$ cat src/rtl/bus_term_params.svh
// Constants for the processor bus cycle termination block
// Notes on behaviour
// - Cache hit aborts prefetch cycle, no address strobe
// - Cycle start only while bus idle
// - Prefetch at most every other clock
// - Aborted cycles hidden while bus busy
// - Address strobe starts cycle, data strobe qualifies
// - No limit on wait for acknowledge
// - Acknowledged cycle takes at least three clocks
// - Input recognized two clocks after its sampling edge
// - Read data latched edge after ack
// - Ack at state 2 end gives three clocks
// - Strobe/ack handshake, or bus error alone, governs transfers
`ifndef BUS_TERM_PARAMS_SVH
`define BUS_TERM_PARAMS_SVH
`define ACK_NONE  2'b00
`define ACK_BYTE  2'b01
`define ACK_WORD  2'b10
`define ACK_LONG  2'b11
`define PREFETCH_GAP 2'h2
`endif

$ cat src/rtl/bus_term_pkg.sv
// Types for the processor bus cycle termination block
package bus_term_pkg;
  typedef enum logic [2:0]
  {
    ST_IDLE  = 3'b000,
    ST_ADDR  = 3'b001,
    ST_WAIT  = 3'b011,
    ST_LATCH = 3'b010,
    ST_END   = 3'b110
  } bus_state_t;

  typedef enum logic [1:0]
  {
    PORT_NONE = 2'b00,
    PORT_8    = 2'b01,
    PORT_16   = 2'b10,
    PORT_32   = 2'b11
  } port_width_t;

  typedef enum logic [1:0]
  {
    END_OK    = 2'b00,
    END_ERROR = 2'b01,
    END_RETRY = 2'b10
  } cycle_end_t;

  typedef struct packed
  {
    logic        write;
    logic        instr;
    logic [31:0] addr;
    logic [1:0]  size;
    logic [31:0] wdata;
  } bus_req_t;

  typedef struct packed
  {
    cycle_end_t  kind;
    port_width_t width;
    logic [31:0] rdata;
  } bus_rsp_t;
endpackage

$ cat src/rtl/bus_term.sv
// Processor side external bus cycle sequencer with termination handshake
`timescale 1ns/1ps
`default_nettype none
`include "bus_term_params.svh"
module bus_term
  import bus_term_pkg::*;
#(
  parameter int DATA_W = 32
)
(
  // Clock and reset
  input  wire logic        core_clk,
  input  wire logic        rst_n,
  // Core request side
  input  wire logic        req_valid,
  input  wire bus_req_t    req,
  input  wire logic        cache_hit,
  output logic             req_ready,
  output logic             rsp_valid,
  output bus_rsp_t         rsp,
  // External bus
  output logic             ext_cycle_start,
  output logic             operand_cycle_start,
  output logic             addr_strobe_n,
  output logic             data_strobe_n,
  output logic [31:0]      addr_out,
  output logic             xfer_size_hi,
  output logic             xfer_size_lo,
  output logic             read_write,
  output logic [DATA_W-1:0] data_out,
  output logic             data_oe_n,
  input  wire logic [DATA_W-1:0] data_in,
  input  wire logic        port_ack_hi,
  input  wire logic        port_ack_lo,
  input  wire logic        bus_error_in,
  input  wire logic        halt_in
);

  // ------------------------------------------------------------
  // Input synchronisers
  // ------------------------------------------------------------
  logic [3:0] sync1_r;
  logic [3:0] sync2_r;
  logic [DATA_W-1:0] din1_r;
  logic [DATA_W-1:0] din2_r;

  // Levels are recognized two edges after the edge that samples them
  always_ff @(posedge core_clk)
  begin
    if (!rst_n)
    begin
      sync1_r <= 4'h0;
      sync2_r <= 4'h0;
    end
    else
    begin
      sync1_r <= {port_ack_hi, port_ack_lo, bus_error_in, halt_in};
      sync2_r <= sync1_r;
    end
  end

  always_ff @(posedge core_clk)
  begin
    din1_r <= data_in;
    din2_r <= din1_r;
  end

  logic [1:0] ack_pair;
  logic       bus_error_in_s;
  logic       halt_s;
  assign ack_pair = sync2_r[3:2];
  assign bus_error_in_s   = sync2_r[1];
  assign halt_s   = sync2_r[0];

  function automatic port_width_t decode_ack(input logic [1:0] a);
    case (a)
      `ACK_BYTE: decode_ack = PORT_8;
      `ACK_WORD: decode_ack = PORT_16;
      `ACK_LONG: decode_ack = PORT_32;
      default:   decode_ack = PORT_NONE;
    endcase
  endfunction

  // ------------------------------------------------------------
  // Cycle state machine
  // ------------------------------------------------------------
  bus_state_t  state_r;
  bus_req_t    cur_r;
  port_width_t width_r;
  logic [1:0]  gap_r;
  logic        late_r;

  // Prefetch may start only when gap has expired
  logic start_ok;
  assign start_ok = req_valid && (state_r == ST_IDLE) &&
                    !(req.instr && gap_r != 2'h0);

  always_ff @(posedge core_clk)
  begin
    if (!rst_n)
      gap_r <= 2'h0;
    else if (start_ok && req.instr)
      gap_r <= `PREFETCH_GAP - 2'h1;
    else if (gap_r != 2'h0)
      gap_r <= gap_r - 2'h1;
  end

  always_ff @(posedge core_clk)
  begin
    if (!rst_n)
    begin
      state_r <= ST_IDLE;
      cur_r   <= '0;
      width_r <= PORT_NONE;
      late_r  <= 1'b0;
    end
    else
    begin
      case (state_r)
        ST_IDLE:
          // Start only when no other cycle holds the bus
          if (start_ok)
          begin
            cur_r   <= req;
            state_r <= ST_ADDR;
          end
        ST_ADDR:
          // Hit aborts before address strobe; hidden if never started
          if (cur_r.instr && cache_hit)
            state_r <= ST_IDLE;
          else
            state_r <= ST_WAIT;
        ST_WAIT:
          // Unbounded whole-clock waits until ack or error
          if (ack_pair != `ACK_NONE || bus_error_in_s)
          begin
            width_r <= decode_ack(ack_pair);
            late_r  <= bus_error_in_s;
            state_r <= ST_LATCH;
          end
        ST_LATCH:
        begin
          // Late error sampled one clock after ack
          late_r  <= late_r | bus_error_in_s;
          state_r <= ST_END;
        end
        ST_END:
          state_r <= ST_IDLE;
        default:
          state_r <= ST_IDLE;
      endcase
    end
  end

  // ------------------------------------------------------------
  // Bus pins
  // ------------------------------------------------------------
  logic strobe_on;
  assign strobe_on = (state_r == ST_WAIT) || (state_r == ST_LATCH);

  always_ff @(posedge core_clk)
  begin
    if (!rst_n)
    begin
      ext_cycle_start     <= 1'b0;
      operand_cycle_start <= 1'b0;
      addr_strobe_n       <= 1'b1;
      data_strobe_n       <= 1'b1;
      addr_out            <= 32'h0000_0000;
      xfer_size_hi        <= 1'b0;
      xfer_size_lo        <= 1'b0;
      read_write          <= 1'b1;
      data_out            <= '0;
      data_oe_n           <= 1'b1;
    end
    else
    begin
      ext_cycle_start     <= start_ok;
      operand_cycle_start <= start_ok && !req.instr;
      // Address strobe marks the cycle; data strobe qualifies write data
      addr_strobe_n       <= !(strobe_on || (state_r == ST_ADDR &&
                               !(cur_r.instr && cache_hit)));
      data_strobe_n       <= !strobe_on;
      if (start_ok)
      begin
        addr_out     <= req.addr;
        xfer_size_hi <= req.size[1];
        xfer_size_lo <= req.size[0];
        read_write   <= !req.write;
        data_out     <= req.wdata[DATA_W-1:0];
      end
      data_oe_n <= !(cur_r.write && (state_r != ST_IDLE));
    end
  end

  // ------------------------------------------------------------
  // Response
  // ------------------------------------------------------------
  // Cycle spans ADDR, WAIT, LATCH, END: four clocks minimum
  always_ff @(posedge core_clk)
  begin
    if (!rst_n)
    begin
      rsp_valid <= 1'b0;
      rsp       <= '0;
      req_ready <= 1'b0;
    end
    else
    begin
      req_ready <= start_ok;
      rsp_valid <= (state_r == ST_END) ||
                   (state_r == ST_ADDR && cur_r.instr && cache_hit);
      if (state_r == ST_LATCH)
        // Data latched the edge after ack; width from ack pair
        rsp.rdata <= din2_r[31:0];
      // Hit abort answers at once: plain end, no port width
      if (state_r == ST_ADDR && cur_r.instr && cache_hit)
      begin
        rsp.width <= PORT_NONE;
        rsp.kind  <= END_OK;
      end
      if (state_r == ST_END)
      begin
        rsp.width <= width_r;
        // Error alone aborts, error with halt retries
        if (late_r)
          rsp.kind <= halt_s ? END_RETRY : END_ERROR;
        else
          rsp.kind <= END_OK;
      end
    end
  end

endmodule
`default_nettype wire

$ cat config.mk
export PLATFORM = sky130hd
export DESIGN_NAME = bus_term
export DESIGN_NICKNAME = d
export VERILOG_FILES = /design/src/rtl/bus_term_pkg.sv /design/src/rtl/bus_term.sv
export VERILOG_INCLUDE_DIRS = /design/src /design/src/rtl
export SDC_FILE = /design/constraint.sdc
export NUM_CORES = 1
export LEC_CHECK = 0
export BUFFER_PORTS_ARGS = -buffer_cell sky130_fd_sc_hd__buf_2
export CAP_MARGIN = 20
export CELL_PAD_IN_SITES_DETAIL_PLACEMENT = 0
export CELL_PAD_IN_SITES_GLOBAL_PLACEMENT = 1
export CORE_UTILIZATION = 42
export CTS_BUF_LIST = sky130_fd_sc_hd__clkbuf_8
export DETAILED_ROUTE_END_ITERATION = 12
export PLACE_DENSITY = 0.87
export REMOVE_ABC_BUFFERS = 1
export SLEW_MARGIN = 10
export SYNTH_ARGS = -nofsm -noshare
export SYNTH_HDL_FRONTEND = slang
export SYNTH_SLANG_ARGS = --single-unit
$ cat constraint.sdc
create_clock -name core_clk -period 2.2 [get_ports core_clk]
set_clock_uncertainty 0.05 [all_clocks]
set_input_delay 0.44 -clock core_clk [delete_from_list [all_inputs] [get_ports core_clk]]
set_output_delay 0.44 -clock core_clk [all_outputs]
set_load 0.02 [all_outputs]
======== Yosys cells after proc, flatten, opt, wreduce, memory -nomap -nowiden ========
Index checks and enable logic that the tools add are counted.
Widths: inputs -> output; s select.
cells by class
  add/sub/neg operators ................... 1
  equality and inequality tests ........... 9
  multiplexer cells ....................... 13
  bitwise operators ....................... 2
  reductions and logical operators ........ 33
operators with widths
  operator             number
  $pmux 3 s4           1
  $logic_and 1x1->1    10
  $reduce_bool 2->1    5
  $mux 4               2
  $reduce_and 2->1     4
  $logic_not 1->1      7
  $eq 3x2->1 const B   2
  $mux 2               3
  $mux 3               2
  $pmux 2 s3           1
  $eq 2x2->1 const B   2
  $logic_or 1x1->1     4
  $ne 2x2->1 const B   2
  $eq 3x1->1 const B   1
  $eq 3x3->1 const B   1
  $logic_not 3->1      1
  $mux 1               3
  $reduce_bool 3->1    1
  $eq 2x1->1 const B   1
  $pmux 1 s2           1
  $reduce_or 2->1      1
  $sub 2x1->2 const B  1
  $not 1->1            1
  $or 1x1->1           1
storage, ports and cells
  bits in registers ....................... 191
  bits of input ports ..................... 108
  output and inout bits ................... 110
  word-level logic and storage cells ...... 83

======== Logic depth before layout (Yosys ltp) ========
  depth after elaboration ................. 6
  gate-level depth with buffers ........... 7
  gate-level depth less buffers ........... 5

======== Worst setup path after synthesis ========
OpenSTA, ideal clock, no wires.
  path kind ............................... reg-to-reg
  start point ............................. register gap_r[0]
  end point ............................... register operand_cycle_start
  setup time .............................. 116 ps
  arrival ................................. 1362 ps
  data required time ...................... 2034 ps
  path slack .............................. 672 ps
  cell stages (with the launch flop) ...... 8
  path buffers ............................ 2
  period minus slack after synthesis ...... 1528 ps
  cell sequence ........................... dfxtp_1 > inv_1 > ha_1 > nand2b_1 > and3_4 > buf_12 > buf_12 > and3b_1
on the way
  word-level cells in the longest chain between the ends .. 5
RTL lines
  what                    line             source
  from (decl)             bus_term.sv:90   logic [1:0] gap_r;
  from (signal assigned)  bus_term.sv:103  gap_r <= `PREFETCH_GAP - 2'h1;
  from (signal assigned)  bus_term.sv:105  gap_r <= gap_r - 2'h1;
  $reduce_bool 2->1       bus_term.sv:96   !(req.instr && gap_r != 2'h0);
  $logic_and 1x1->1       bus_term.sv:96
  $logic_not 1->1         bus_term.sv:96
  $logic_and 1x1->1       bus_term.sv:95   assign start_ok = req_valid && (state_r == ST_IDLE) &&
  $logic_and 1x1->1       bus_term.sv:179  operand_cycle_start <= start_ok && !req.instr;
  to (signal assigned)    bus_term.sv:179
  to (decl)               bus_term.sv:23   output logic operand_cycle_start,
Every way passes these cells.
A chain may end at the register's enable or synchronous reset.

======== Final worst setup path ========
  start point ............................. register state_r[2]
  end point ............................... register addr_out[11]
on the way
  word-level cells in the longest chain between the ends .. 3
RTL lines
  what                            line             source
  from (decl)                     bus_term.sv:87   bus_state_t state_r;
  from (signal assigned)          bus_term.sv:112  state_r <= ST_IDLE;
  from (signal assigned)          bus_term.sv:125  state_r <= ST_ADDR;
  from (signal assigned)          bus_term.sv:130  state_r <= ST_IDLE;
  $logic_not 3->1                 bus_term.sv:95
  $logic_and 1x1->1 (2 in a row)  bus_term.sv:95
  to (signal assigned)            bus_term.sv:186  addr_out <= req.addr;
  to (decl)                       bus_term.sv:26   output logic [31:0] addr_out,
Every way passes these cells.

==> flow_summary.yaml <==
outcome:
  outcome: "complete, no violations"
global_routing:
  grt_max_degree: 63
  grt_overflow: 0
  grt_pass1_vias: 4440
  grt_use_total_pct: 17.2
  grt_pass1_wl_um: 20300
  antenna_found_initial: 0
final_layout:
  instances_no_fill: 1003
  fillers: 1324
  area_growth_pct: 26.0
  drive_above_1_share_pct: 32.0
  diodes: 0
  multi_input_area_mm2: 0.00210
  num-nets-final: 915
  seq_area_mm2: 0.00382
  finish.utilization_pct: 54.3
timing:
  rsz0062_at_grt: "false"
  hold_viol: 0
  fin_setup_tns_ps: 0
  setup_viol: 0
  slew_violations: 0
  fin_crit_sh_pct: 80.8
  max_slew_margin_pct: 72.5
  worst_slack_ps: 422
  worstMarginPinSlew_ps: 412
  max_freq_ghz: 0.562
  period_minus_slack_ps: 1780
power_and_ir_drop:
  finalPower_mw: 8.40
  p_leak_nw: 3.63
  irDropWorstVdd_v: 0.000489
  p_per_area_mw_per_mm2: 1060
synth:
  yosys-top-cells-area: "dfxtp_1 61%, nand2_1 12%, mux2i_1 11%"
  synthAdderAreaFrac_pct: 0.200
  ys_seq_area_share_pct: 61.0
  synthFlopType: "dfxtp_1"
  ys_warn_count: 0
  synthMuxAreaShare_pct: 11.0
  syn_area_mm2: 0.00626
  async_flop_share_pct: 0
  synth_edf_count: 0
  yosysTopAreaCell: "dfxtp_1"
  synthSimpleGateAreaFrac_pct: 16.4
  synth.distinct_cells: 42
  synth_top_area_share_pct: 61.0
  synth-compound-area-share_pct: 5.81
  synthCells: 595
  synth_area_per_cell_um2: 10.5
  ys_ff_latch: 191
  synth_top_family_by_area: "simple AND/OR/NAND/NOR gates"
  synthXorXnorAreaFrac_pct: 0.140
routing:
  drcViolationCount: 0
  vias_per_cell: 4.60
  drtPass1Iterations: 4
  postRouteAntennaNets: 0
  first_iter_violations: 174
  drt-total-wl_um: 12900
  wl_per_cell_um: 12.9
  vias: 4617
critical_path:
  cp.required_ps: 2540
  cp-end-kind: "register"
  cp-start-kind: "register"
  crit_fanout: 32
  worstPathArrival_ps: 2120
  criticalPathCategory: "reg2reg"
placed_design:
  dpl_worst_slack_ps: 423
  dp.cells: 963
  dpl.hpwl_um: 9180
  gp_congestion: 0.768
  portBuffers: 217
die:
  ios: 218
  die_h_um: 124
  rows: 44
  core_region_area_mm2: 0.0145
  die_area_mm2: 0.0154
  initial_utilization_pct: 43.1
  die_w_um: 124
run:
  maxCapViolCount: 0
clocking:
  cts.repair.resized: 0
  h-tree-depth: 4
  cts_inserted_buffers: 17
  clkSlewWorstSetupHoldPaths_ps: 100
  clockBufferDepth: 2
  cts.sinks: 191
  tritoncts: "done"
  cts_root_buf: "clkbuf_8"
  clock_latency_ps: 450
worst_hold_path:
  holdCritPathClass: "in2reg"
final timing paths:
path | from | to | slack (ps) | cells past startpoint
max | state_r[2] | addr_out[11] | 420 | 4
max reg2reg | state_r[2] | addr_out[11] | 420 | 4
min reg2reg | din1_r[19] | din2_r[19] | 280 | 0
min | data_in[20] | din1_r[20] | 40 | 1
stage by stage:
stage               area (um^2)  hold slack, ps
finish                     7890            38.4
floorplan                  5940             260
global placement           7370             261
detailed placement         7370             262
CTS                        7890           0.224
global route               7890            3.26
metal layers:
layer	wire (um)	up-vias	GRT usage [%]
li1	-	2338	-
met1	5370	2101	19.1
met2	6060	153	28.0
met3	1200	25	7.88
met4	267	0	7.89
met5	0	-	0
registers in the layout, summed over array words and instances (netlist names), 2 cells and up:
| register | count |
|---|---|
| addr_out | 32 |
| cur_r | 2 |
| data_out | 32 |
| din1_r | 32 |
| din2_r | 32 |
| gap_r | 2 |
| rsp | 36 |
| state_r | 3 |
| sync1_r | 4 |
| sync2_r | 4 |
| width_r | 2 |
layout by cell type, fill, tap and decap left out, types with 3 or more instances in the layout:
cell           synthesis  layout
buf_2                  3     216
nand2_1              207     207
dfxtp_1              191     191
mux2i_1               68      68
a21boi_1              30      30
clkbuf_8               0      20
and2_1                10      10
dlygate4sd3_1          0       8
inv_1                  4       7
buf_4                  3       5
bufinv_16              0       4
buf_12                 2       4
a21boi_0               3       3
clkinvlp_4             0       3
synth_stat cells, drive strengths merged, types with 2 or more instances:
cell type / count
buf: 21
nand3: 3
inv: 4
nand2b: 2
o2bb2ai: 2
nor2: 2
clkbuf: 20
or3b: 2
nand3b: 2
and3: 2
a21boi: 33
dfxtp: 191
and3b: 2
a2bb2o: 2
nand4: 2
nor3b: 3
a21oi: 2
nand2: 207
o21ai: 2
mux2i: 68
nor3: 3
o22ai: 2
and2: 10
critical path, stage by stage, from the launching register on:
cell     delay, ps
dfxtp_1        440
nor3_2         290
and3_4         410
buf_12         280
mux2i_1        230
layout make-up:
cell class / instances / area share [%]
clock buffers: 20 / 3.49
clock inverters: 12 / 2.12
inverters: 4 / 0.190
multi-input cells: 359 / 26.6
flip-flops and latches: 191 / 48.4
well taps: 184 / 2.92
repair buffers: 233 / 16.2
power breakdown:
group | switching [mW] | total, mW | leakage (nW) | internal, mW
clock network | 1.14 | 2.46 | 0.225 | 1.32
logic | 1.11 | 1.86 | 1.83 | 0.751
registers | 0.218 | 4.09 | 1.58 | 3.87
total | 2.47 | 8.40 | 3.63 | 5.94
logic make-up after synthesis:
| family | after synthesis |
|---|---|
| fa+ha+maj | 1 |
| flops | 191 |
| simple gates | 242 |
| xor+xnor | 1 |
| buf+inv | 45 |
| compound gates | 46 |
| mux | 69 |
timing repair:
item	4_1_cts	5_1_grt
setup buffers	0	0
hold buffers	8	0
endpoints found under the hold margin	8	0
(Power assumes the default switching activity.)
